===== config.mk =====
export PLATFORM = sky130hd
export DESIGN_NAME = port_forwarding_policy_regs
export DESIGN_NICKNAME = d
export VERILOG_FILES = /design/src/rtl/port_policy_pkg.sv /design/src/rtl/port_policy_slice.sv /design/src/rtl/port_forwarding_policy_regs.sv
export SDC_FILE = /design/constraint.sdc
export NUM_CORES = 1
export LEC_CHECK = 0
export ABC_AREA = 1
export ABC_CLOCK_PERIOD_IN_PS = 2300
export BUFFER_PORTS_ARGS = -buffer_cell sky130_fd_sc_hd__buf_2
export CORE_ASPECT_RATIO = 1.75
export CORE_UTILIZATION = 35
export DETAILED_ROUTE_END_ITERATION = 6
export MAX_ROUTING_LAYER = met4
export PLACE_DENSITY = 0.62
export SYNTH_ARGS = -nofsm -noshare
export SYNTH_HDL_FRONTEND = slang
export SYNTH_SLANG_ARGS = --single-unit
export TNS_END_PERCENT = 50

===== constraint.sdc =====
create_clock -name clk -period 2.3 [get_ports clk]
set_input_delay 0.69 -clock clk [delete_from_list [all_inputs] [get_ports clk]]
set_output_delay 0.69 -clock clk [all_outputs]
set_load 0.05 [all_outputs]

===== src/rtl/port_policy_pkg.sv =====
// Package with offsets, field positions and reset values of the policy bank
package port_policy_pkg;
  localparam int NUM_PORTS = 3;
  localparam int ADDR_W = 8;
  localparam int DATA_W = 8;
  // Register offsets, per port
  localparam logic [7:0] PORT1_CTRL_A_OFS = 8'h11;
  localparam logic [7:0] PORT1_CTRL_B_OFS = 8'h12;
  localparam logic [7:0] PORT2_CTRL_A_OFS = 8'h21;
  localparam logic [7:0] PORT2_CTRL_B_OFS = 8'h22;
  localparam logic [7:0] PORT3_CTRL_A_OFS = 8'h31;
  localparam logic [7:0] PORT3_CTRL_B_OFS = 8'h32;
  // First policy register fields
  localparam int MONITOR_PORT_BIT = 7;
  localparam int RX_SNIFF_BIT = 6;
  localparam int TX_SNIFF_BIT = 5;
  localparam int DOUBLE_TAG_BIT = 4;
  localparam int PRIO_CEIL_BIT = 3;
  localparam int MEMBER_HI = 2;
  localparam int MEMBER_LO = 0;
  // Second policy register fields
  localparam int TWO_Q_BIT = 7;
  localparam int INGRESS_VLAN_FILT_BIT = 6;
  localparam int DEF_VID_FILT_BIT = 5;
  localparam int FORCE_FC_BIT = 4;
  localparam int BACK_PRESS_BIT = 3;
  localparam int TX_EN_BIT = 2;
  localparam int RX_EN_BIT = 1;
  localparam int LEARN_DIS_BIT = 0;
  // Default tag high byte fields
  localparam int TAG_PRIO_HI = 7;
  localparam int TAG_PRIO_LO = 5;
  localparam int TAG_FMT_BIT = 4;
  // Reset values
  localparam logic [7:0] CTRL_A_RST = 8'h07;
  localparam logic [7:0] CTRL_B_RST = 8'h06;
  localparam logic [7:0] READ_ZERO = 8'h00;
  // Reset values of the registered policy outputs
  localparam logic [8:0] MEMBER_OUT_RST = 9'h1FF;
  localparam logic [2:0] ENABLES_OUT_RST = 3'h7;
endpackage


===== src/rtl/port_policy_slice.sv =====
// One port's pair of policy registers with write address decode and strap capture
`timescale 1ns/10ps
module port_policy_slice
  import port_policy_pkg::*;
#(
  parameter logic [7:0] OFS_A = 8'h11,
  parameter logic [7:0] OFS_B = 8'h12
) (
  // Clock and reset
  input wire logic clk,
  input wire logic rst_n,
  // Management write port
  input wire logic wr_en,
  input wire logic [ADDR_W-1:0] addr,
  input wire logic [DATA_W-1:0] wdata,
  // Strap for forced flow control, caught after reset release
  input wire logic force_fc_strap,
  // Register contents
  output logic [DATA_W-1:0] ctrl_a_r,
  output logic [DATA_W-1:0] ctrl_b_r
);
  logic [DATA_W-1:0] ctrl_a_nxt; // Next first register
  logic [DATA_W-1:0] ctrl_b_nxt; // Next second register
  logic strap_done_r; // Strap already sampled
  logic strap_done_nxt;

  // Next values: strap once, then software writes
  always_comb begin
    ctrl_a_nxt = ctrl_a_r;
    ctrl_b_nxt = ctrl_b_r;
    strap_done_nxt = 1'b1;
    if (!strap_done_r) begin
      // First edge after release takes the strap level
      ctrl_b_nxt[FORCE_FC_BIT] = force_fc_strap;
    end
    if (wr_en && addr == OFS_A) begin
      ctrl_a_nxt = wdata;
    end
    if (wr_en && addr == OFS_B) begin
      ctrl_b_nxt = wdata;
    end
  end

  // Registers; reset to documented defaults
  always_ff @(posedge clk or negedge rst_n) begin
    if (!rst_n) begin
      ctrl_a_r <= CTRL_A_RST;
      ctrl_b_r <= CTRL_B_RST;
      strap_done_r <= 1'b0;
    end else begin
      ctrl_a_r <= ctrl_a_nxt;
      ctrl_b_r <= ctrl_b_nxt;
      strap_done_r <= strap_done_nxt;
    end
  end
endmodule


===== src/rtl/port_forwarding_policy_regs.sv =====
// Three-port forwarding policy register bank with per-port decode outputs
// What this block does
// - Per-port first policy register at own address
// - Per-port second policy register at own address
// - Monitor bit makes port transmit monitored packets
// - Receive sniff marks ingress packets as monitored
// - Transmit sniff marks egress packets as monitored
// - Double tag adds default tag always
// - Priority ceiling clamps user priority to default
// - Egress membership mask, resets to all ones
// - Two-queue split, exclusive with four-queue split
// - Ingress VLAN filter drops non-member arrivals
// - Default VID filter drops mismatching VIDs
// - Force flow control overrides autonegotiation result
// - Back pressure enable, resets disabled
// - Transmit enable, resets enabled
// - Receive enable, resets enabled
// - Learning disable stops learning, resets zero
// - Four-queue split selected by other register
// - Default tag holds priority, format, VID top
`timescale 1ns/10ps
module port_forwarding_policy_regs (
  // Clock and reset
  input wire logic clk,
  input wire logic rst_n,
  // Management register port
  input wire logic wr_en,
  input wire logic rd_en,
  input wire logic [port_policy_pkg::ADDR_W-1:0] addr,
  input wire logic [port_policy_pkg::DATA_W-1:0] wdata,
  output logic [port_policy_pkg::DATA_W-1:0] rdata_r,
  // Per-port context from the rest of the switch
  input wire logic [2:0] four_q_split, // from other register
  input wire logic [2:0] force_fc_strap,
  input wire logic [2:0] autoneg_flow_ctrl, // autonegotiation_result
  input wire logic [23:0] default_tag_hi, // Default tag high bytes
  // Per-port packet under decision: priority, VLAN hit and VID match per port
  input wire logic [8:0] pkt_prio, // User priority, 3 bits a port
  input wire logic [2:0] pkt_vlan_member, // VLAN table hit for port
  input wire logic [2:0] pkt_vid_match, // VID equals port default
  // Policy outputs per port
  output logic [2:0] monitor_port_r,
  output logic [2:0] rx_monitor_r,
  output logic [2:0] tx_monitor_r,
  output logic [2:0] double_tag_r,
  output logic [8:0] prio_out_r,
  output logic [8:0] egress_member_r,
  output logic [2:0] two_q_split_r,
  output logic [2:0] split_conflict_r,
  output logic [2:0] drop_r,
  output logic [2:0] flow_ctrl_en_r,
  output logic [2:0] back_press_r,
  output logic [2:0] tx_en_r,
  output logic [2:0] rx_en_r,
  output logic [2:0] learn_en_r
);
  import port_policy_pkg::*;

  localparam logic [7:0] OFS_A [NUM_PORTS] = '{PORT1_CTRL_A_OFS,
    PORT2_CTRL_A_OFS, PORT3_CTRL_A_OFS};
  localparam logic [7:0] OFS_B [NUM_PORTS] = '{PORT1_CTRL_B_OFS,
    PORT2_CTRL_B_OFS, PORT3_CTRL_B_OFS};

  logic [DATA_W-1:0] ctrl_a [NUM_PORTS]; // First register per port
  logic [DATA_W-1:0] ctrl_b [NUM_PORTS]; // Second register per port

  // One slice per port
  for (genvar p = 0; p < NUM_PORTS; p++) begin : g_port
    port_policy_slice #(
      .OFS_A(OFS_A[p]),
      .OFS_B(OFS_B[p])
    ) u_slice (
      .clk(clk),
      .rst_n(rst_n),
      .wr_en(wr_en),
      .addr(addr),
      .wdata(wdata),
      .force_fc_strap(force_fc_strap[p]),
      .ctrl_a_r(ctrl_a[p]),
      .ctrl_b_r(ctrl_b[p])
    );
  end

  // Next values of read data and policy outputs
  logic [DATA_W-1:0] rdata_nxt;
  logic [2:0] monitor_port_nxt;
  logic [2:0] rx_monitor_nxt;
  logic [2:0] tx_monitor_nxt;
  logic [2:0] double_tag_nxt;
  logic [8:0] prio_out_nxt;
  logic [8:0] egress_member_nxt;
  logic [2:0] two_q_split_nxt;
  logic [2:0] split_conflict_nxt;
  logic [2:0] drop_nxt;
  logic [2:0] flow_ctrl_en_nxt;
  logic [2:0] back_press_nxt;
  logic [2:0] tx_en_nxt;
  logic [2:0] rx_en_nxt;
  logic [2:0] learn_en_nxt;

  // Read mux: unmapped addresses read zero
  always_comb begin
    rdata_nxt = rdata_r;
    if (rd_en) begin
      rdata_nxt = READ_ZERO;
      for (int p = 0; p < NUM_PORTS; p++) begin
        if (addr == OFS_A[p]) begin
          rdata_nxt = ctrl_a[p];
        end
        if (addr == OFS_B[p]) begin
          rdata_nxt = ctrl_b[p];
        end
      end
    end
  end

  // Policy decode from live register contents
  always_comb begin
    logic [2:0] tag_prio;
    logic [2:0] in_prio;
    tag_prio = 3'h0;
    in_prio = 3'h0;
    for (int p = 0; p < NUM_PORTS; p++) begin
      monitor_port_nxt[p] = ctrl_a[p][MONITOR_PORT_BIT];
      rx_monitor_nxt[p] = ctrl_a[p][RX_SNIFF_BIT];
      tx_monitor_nxt[p] = ctrl_a[p][TX_SNIFF_BIT];
      double_tag_nxt[p] = ctrl_a[p][DOUBLE_TAG_BIT];
      // Priority from the tag's top three bits
      tag_prio = default_tag_hi[p*8+TAG_PRIO_LO +: 3];
      in_prio = pkt_prio[p*3 +: 3];
      if (ctrl_a[p][PRIO_CEIL_BIT] && in_prio > tag_prio) begin
        prio_out_nxt[p*3 +: 3] = tag_prio;
      end else begin
        prio_out_nxt[p*3 +: 3] = in_prio; // No clamp
      end
      egress_member_nxt[p*3 +: 3] = ctrl_a[p][MEMBER_HI:MEMBER_LO];
      // Two-queue split is suppressed when four-queue also set
      two_q_split_nxt[p] = ctrl_b[p][TWO_Q_BIT] && !four_q_split[p];
      split_conflict_nxt[p] = ctrl_b[p][TWO_Q_BIT] && four_q_split[p];
      drop_nxt[p] =
        (ctrl_b[p][INGRESS_VLAN_FILT_BIT] && !pkt_vlan_member[p])
        || (ctrl_b[p][DEF_VID_FILT_BIT] && !pkt_vid_match[p]);
      flow_ctrl_en_nxt[p] = ctrl_b[p][FORCE_FC_BIT] || autoneg_flow_ctrl[p];
      back_press_nxt[p] = ctrl_b[p][BACK_PRESS_BIT];
      tx_en_nxt[p] = ctrl_b[p][TX_EN_BIT];
      rx_en_nxt[p] = ctrl_b[p][RX_EN_BIT];
      learn_en_nxt[p] = !ctrl_b[p][LEARN_DIS_BIT];
    end
  end
  // Flow control choice above: force wins, else negotiated

  // Output registers
  always_ff @(posedge clk or negedge rst_n) begin
    if (!rst_n) begin
      rdata_r <= READ_ZERO;
      monitor_port_r <= 3'h0;
      rx_monitor_r <= 3'h0;
      tx_monitor_r <= 3'h0;
      double_tag_r <= 3'h0;
      prio_out_r <= 9'h000;
      egress_member_r <= MEMBER_OUT_RST;
      two_q_split_r <= 3'h0;
      split_conflict_r <= 3'h0;
      drop_r <= 3'h0;
      flow_ctrl_en_r <= 3'h0;
      back_press_r <= 3'h0;
      tx_en_r <= ENABLES_OUT_RST;
      rx_en_r <= ENABLES_OUT_RST;
      learn_en_r <= ENABLES_OUT_RST;
    end else begin
      rdata_r <= rdata_nxt;
      monitor_port_r <= monitor_port_nxt;
      rx_monitor_r <= rx_monitor_nxt;
      tx_monitor_r <= tx_monitor_nxt;
      double_tag_r <= double_tag_nxt;
      prio_out_r <= prio_out_nxt;
      egress_member_r <= egress_member_nxt;
      two_q_split_r <= two_q_split_nxt;
      split_conflict_r <= split_conflict_nxt;
      drop_r <= drop_nxt;
      flow_ctrl_en_r <= flow_ctrl_en_nxt;
      back_press_r <= back_press_nxt;
      tx_en_r <= tx_en_nxt;
      rx_en_r <= rx_en_nxt;
      learn_en_r <= learn_en_nxt;
    end
  end
endmodule


==> results.json, run 1 <==
{
  "grt_pass1_wl_um": 17130,
  "status": "finished, final reports clean",
  "io_pins": 130,
  "die_h_um": 154.2,
  "yosysTopAreaCellShare_pct": 42.12,
  "clk_pin_slew_ns": 0.07,
  "dieArea_mm2": 0.01372,
  "min_period_ns": 1.910,
  "drive_gt1_share_pct": 32.28,
  "worst_slew_pin_slew_ns": 0.5934,
  "grt_pass1_vias": 3575,
  "drc": 0,
  "synth_compound_area_share_pct": 8.720,
  "track_usage_pct": 17.56,
  "slew_violations": 0,
  "layout_commonest_cell": "nand2_1",
  "hpwl_um": 8515,
  "routabilityCongestion": 0.8218,
  "hold_class": "in2async",
  "hold_viol": 0,
  "p_leak_nw": 3.012,
  "max-vdd-ir-drop_mv": 0.3010,
  "io_buffers": 114,
  "initial_core_util_pct": 35.82,
  "antenna_found_initial": 0,
  "synth.net_count": 550,
  "syn_avg_cell_area_um2": 9.798,
  "setup_tns_ns": 0,
  "synth.largest_area_cell": "dfrtp_1",
  "drtAntennaViolNets": 0,
  "max_freq_mhz": 523.6,
  "post_cts_buffers": 0,
  "synth-seq-area-share_pct": 60.83,
  "ys_warn_count": 0,
  "area_growth_pct": 23.22,
  "critPathRequiredTime_ns": 2.58,
  "cp_max_fo": 10,
  "firstDrtPassIters": 4,
  "r2r-end": "rdata_r[7]$_DFFE_PN0P_",
  "start_kind": "input port",
  "fp.dieW_um": 88.99,
  "end_kind": "flip-flop",
  "clock_path_buffers": 2,
  "cap_violations": 0,
  "grt_overflow": 0,
  "final_area_mm2": 0.005710,
  "n_antenna_cell": 0,
  "drtIter0Drc": 156,
  "clock_sinks": 111,
  "clk_latency_ns": 0.35,
  "design.core.area_mm2": 0.01294,
  "hold_ws_ns": 0.3421,
  "synth.distinct_cells": 28,
  "placed_area_mm2": 0.005414,
  "cts_tree": "built",
  "synthMuxAreaShare_pct": 0.2160,
  "post-route-util_pct": 44.14,
  "synth_xor_area_share_pct": 0,
  "reg2reg_depth": 6,
  "clockRootBuffer": "clkbuf_16",
  "path_class": "in2reg",
  "syn_area_mm2": 0.004634,
  "slew_headroom_pct": 60.44,
  "routed_via_density": 4.632,
  "post_cts_resized": 0,
  "rows": 55,
  "r2r_start": "g_port[0].u_slice.ctrl_b_r[7]$_DFFE_PN0P_",
  "wl_per_cell_um": 14.35,
  "critical_path_arrival_ns": 2.19,
  "wl_um": 11080,
  "vias": 3576,
  "powerDensity_mw_per_mm2": 746.8,
  "htree_levels": 3,
  "fin_nets": 673,
  "synthSimpleGateAreaFrac_pct": 20.22,
  "finalClockSkew_ns": 0.007142,
  "synth_top_family_by_area": "simple AND/OR/NAND/NOR gates",
  "ys_ff_latch": 111,
  "finalSetupViolCount": 0,
  "reg2reg_slack_ns": 1.20,
  "layout_common_cells": "nand2_1, buf_2, dfrtp_1",
  "synth_cells": 473,
  "synth_area_leaders": "dfrtp_1, dfstp_2, nand2_1, inv_1, nand3_1",
  "fin_crit_sh_pct": 83.03,
  "numCtsBuffers": 9,
  "synth_fa_ha_area_share_pct": 2.430,
  "grt_max_degree": 44,
  "holdBufCountCts": 0,
  "rsz0062_at_grt": "false"
}
area by class of cell:
type	count	area, um^2
clock inverters	3	15.01
inverters	70	262.8
fillers	1280	7227
multi-input cells	283	1468
well taps	171	214.0
clock buffers	13	281.5
flip-flops and latches	111	2819
repair buffers	121	650.6
through the flow:
stage	instances	total power [W]	setup slack (ns)
after floorplan	473	0.002550	0.6546
after global placement	756	0.002760	0.02894
after detailed placement	756	0.002778	0.03719
after CTS	772	0.004309	0.3766
after global routing	772	0.004444	0.2659
final	772	0.004264	0.3903
metal layers:
layer	vias to the layer above	share of wire, %	GRT usage (%)
li1	1738	-	-
met1	1690	35	16.99
met2	115	57	32.01
met3	33	3.4	2.988
met4	0	4.4	9.599
met5	-	0	-
flip-flops by register name, indices dropped and copies added (netlist names):
signal                       flops
g_port.u_slice.ctrl_a_r         24
g_port.u_slice.ctrl_b_r         24
egress_member_r                  9
prio_out_r                       9
rdata_r                          8
back_press_r                     3
double_tag_r                     3
drop_r                           3
flow_ctrl_en_r                   3
learn_en_r                       3
monitor_port_r                   3
rx_en_r                          3
rx_monitor_r                     3
split_conflict_r                 3
two_q_split_r                    3
tx_en_r                          3
tx_monitor_r                     3
g_port.u_slice.strap_done_r      1
worst max-delay path, stage by stage:
cell     delay, ns
buf_2         0.09
inv_1         0.05
nand2_2       0.08
nor2_2        0.44
nand2_1       0.35
nor2_1        0.17
nor2_1        0.08
nand3_1       0.10
nand2_1       0.07
nand2_1       0.06
logic make-up after synthesis:
logic type                 Yosys count
and+or+nand+nor                    198
DFF                                111
buffers and inverters               79
AOI/OAI and AO/OA                   74
adders and majority gates            9
muxes                                1
other                                1
worst max path at each step:
stage               startpoint                                        end  slack [ns]  depth (start not counted)
floorplan              addr[2]  g_port[0].u_slice.ctrl_a_r[5]$_DFFE_PN0P_        0.65                          9
global placement       addr[2]                     rdata_r[5]$_DFFE_PN0P_        0.03                         10
detailed placement     addr[3]                     rdata_r[1]$_DFFE_PN0P_        0.04                         10
CTS                    addr[2]                     rdata_r[5]$_DFFE_PN0P_        0.38                         10
global route           addr[2]                     rdata_r[1]$_DFFE_PN0P_        0.27                         10
finish                 addr[2]                     rdata_r[1]$_DFFE_PN0P_        0.39                         10
report_power, final:
| part | internal, W | switching (W) |
|---|---|---|
| Combinational | 0.000153 | 0.000419 |
| Clock | 0.000856 | 0.000674 |
| Sequential | 0.00210 | 0.0000668 |
| Total | 0.00310 | 0.00116 |
Yosys cell counts:
cell type,instances
a21oi_1,6
a31oi_1,2
buf_2,2
buf_4,1
buf_6,6
clkinv_1,1
conb_1,1
dfrtp_1,78
dfstp_2,33
ha_1,9
inv_1,66
inv_2,3
mux2i_1,1
nand2_1,114
nand2_2,5
nand2_4,3
nand3_1,38
nand3_2,1
nand3_4,1
nor2_1,24
nor2_2,2
nor2_4,4
nor2_8,3
o21a_1,11
o21ai_0,32
o21ai_1,20
o22ai_1,3
or2_2,3
(Power assumes the default switching activity.)
==> run 2, diff against run 1 <==
--- a/config.mk
+++ b/config.mk
@@ -6,13 +6,13 @@
 export NUM_CORES = 1
 export LEC_CHECK = 0
 export ABC_AREA = 1
-export ABC_CLOCK_PERIOD_IN_PS = 2300
+export ABC_CLOCK_PERIOD_IN_PS = 1700
 export BUFFER_PORTS_ARGS = -buffer_cell sky130_fd_sc_hd__buf_2
 export CORE_ASPECT_RATIO = 1.75
 export CORE_UTILIZATION = 35
 export DETAILED_ROUTE_END_ITERATION = 6
 export MAX_ROUTING_LAYER = met4
-export PLACE_DENSITY = 0.62
+export PLACE_DENSITY = 0.64
 export SYNTH_ARGS = -nofsm -noshare
 export SYNTH_HDL_FRONTEND = slang
 export SYNTH_SLANG_ARGS = --single-unit
==> constraint.sdc (replaced) <==
create_clock -name clk -period 1.7 [get_ports clk]
set_input_delay 0.51 -clock clk [delete_from_list [all_inputs] [get_ports clk]]
set_output_delay 0.51 -clock clk [all_outputs]
set_load 0.05 [all_outputs]
==> run 2 against run 1 <==
Effect of this change:
- clock-buffer cell count decreased by 3
- cell area is 3.0% higher
- worst setup slack got worse by 0.33 ns
- via count about the same
- non-clock buffer count increased by 10
- sequential share of layout area down 1.4 points
- sequential power rose by 36%
- register-to-register slack lost 0.59 ns
- hold slack got worse by 0.27 ns
- global-route usage rose by 0.43 points
- clock power rose by 60%
- critical path type is now reg2out
- highest routed layer unchanged
==> results.json, run 2 (synthesis gave the netlist of run 1 again) <==
{
  "cp_max_fo": 1,
  "critical_path_arrival_ns": 1.13,
  "crit_family": "flip-flops",
  "post_cts_resized": 0,
  "worstPathBufferInverterCount": 1,
  "placed_area_mm2": 0.005527,
  "io_buffers": 114,
  "finalClockSkew_ns": 0.005031,
  "cpMaxStageDelayCell": "dfstp_2",
  "drc": 0,
  "p_leak_nw": 3.094,
  "routabilityCongestion": 0.9016,
  "fp.dieW_um": 88.99,
  "io_pins": 130,
  "layout_commonest_cell": "nand2_1",
  "max-vdd-ir-drop_mv": 0.5914,
  "p_total_w": 0.006161,
  "firstDrtPassIters": 4,
  "wl_um": 11200,
  "crit_path_cell_trace": "buf_2",
  "rows": 55,
  "critPathRequiredTime_ns": 1.19,
  "drive_gt1_share_pct": 33.55,
  "numCtsBuffers": 9,
  "track_usage_pct": 17.99,
  "wl_per_cell_um": 14.32,
  "numPlacedInstances": 766,
  "dieArea_mm2": 0.01372,
  "layout_common_cells": "nand2_1, buf_2, dfrtp_1",
  "initial_core_util_pct": 35.82,
  "reg2reg_slack_ns": 0.61,
  "holdBufCountCts": 0,
  "routed_via_density": 4.575,
  "start_kind": "flip-flop",
  "clk_pin_slew_ns": 0.07,
  "grt_pass1_wl_um": 17650,
  "status": "finished, final reports clean",
  "area_growth_pct": 26.89,
  "reg_top3": "g_port.u_slice.ctrl_a_r (24), g_port.u_slice.ctrl_b_r (24)",
  "design.core.area_mm2": 0.01294,
  "final_area_mm2": 0.005881,
  "fin_crit_sh_pct": 96.54,
  "grt_overflow": 0,
  "hpwl_um": 8551,
  "end_kind": "output pin",
  "path_class": "reg2out",
  "htree_levels": 3,
  "post_cts_buffers": 0,
  "grt_max_degree": 30,
  "cp_slowest_stage_delay_ns": 0.52,
  "rsz0062_at_grt": "false",
  "hold_viol": 0,
  "hold_ws_ns": 0.06889,
  "max_freq_mhz": 609.3,
  "clock_sinks": 111,
  "drtIter0Drc": 133,
  "post-route-util_pct": 45.45,
  "cts_tree": "built",
  "drtAntennaViolNets": 0,
  "die_h_um": 154.2,
  "hold_class": "in2async",
  "cap_violations": 0,
  "n_antenna_cell": 0,
  "finalSetupViolCount": 0,
  "antenna_found_initial": 0,
  "clockRootBuffer": "clkbuf_16",
  "fin_nets": 683,
  "slew_violations": 0,
  "powerDensity_mw_per_mm2": 1048,
  "stdcell_count": 782,
  "clock_path_buffers": 2,
  "grt_pass1_vias": 3644,
  "clk_latency_ns": 0.35,
  "min_period_ns": 1.641,
  "vias": 3578
}
[run 2: cell types whose count changed in the layout (fill, tap and decap cells not counted), sizes merged]
cell	delta
clkbuf	-3
clkinv	-2
buf	+10
clkinvlp	+1
inv	+1
bufinv	+3
[run 2: area by class of cell]
type                       count  area [um^2]
timing repair buffer         131        763.2
sequential                   111         2819
clock inverter                 6        115.1
tap                          171        214.0
clock buffer                  10        239.0
inverter                      70        262.8
fill                        1296         7057
multi-input combinational    283         1468
[run 2: stage by stage]
stage               worst slack (ns)  TNS, ns
floorplan                     0.2346        0
global placement            -0.03278  -0.1722
detailed placement          -0.07561  -0.4781
CTS                          0.04323        0
global route                 0.02421        0
finish                       0.05888        0
[run 2: per-layer routing]
metal	vias to the layer above	share of wire (%)	GRT usage (%)
met5	-	0	-
met4	0	3.1	8.314
met3	24	3.8	3.255
met2	113	57	32.75
met1	1686	36	18.05
li1	1755	-	-
[run 2: path summary, 6_finish.rpt]
check                                                           from  cells past startpoint                         end
max reg2reg                g_port[1].u_slice.ctrl_a_r[1]$_DFFE_PN1P_                      6      rdata_r[1]$_DFFE_PN0P_
min                                                            rst_n                      1   back_press_r[2]$_DFF_PN0_
min reg2reg                g_port[1].u_slice.ctrl_b_r[2]$_DFFE_PN1P_                      0        tx_en_r[1]$_DFF_PN1_
max in group asynchronous                                      rst_n                      2     learn_en_r[1]$_DFF_PN1_
max                                     egress_member_r[7]$_DFF_PN1_                      1          egress_member_r[7]
min in group clk                                     four_q_split[1]                      2  two_q_split_r[1]$_DFF_PN0_
[run 2: power by group]
group	internal, W	total (W)	switching [W]
clock network	0.00149	0.00245	0.000961
logic	0.000217	0.000783	0.000566
registers	0.00284	0.00293	0.0000938
total	0.00454	0.00616	0.00162
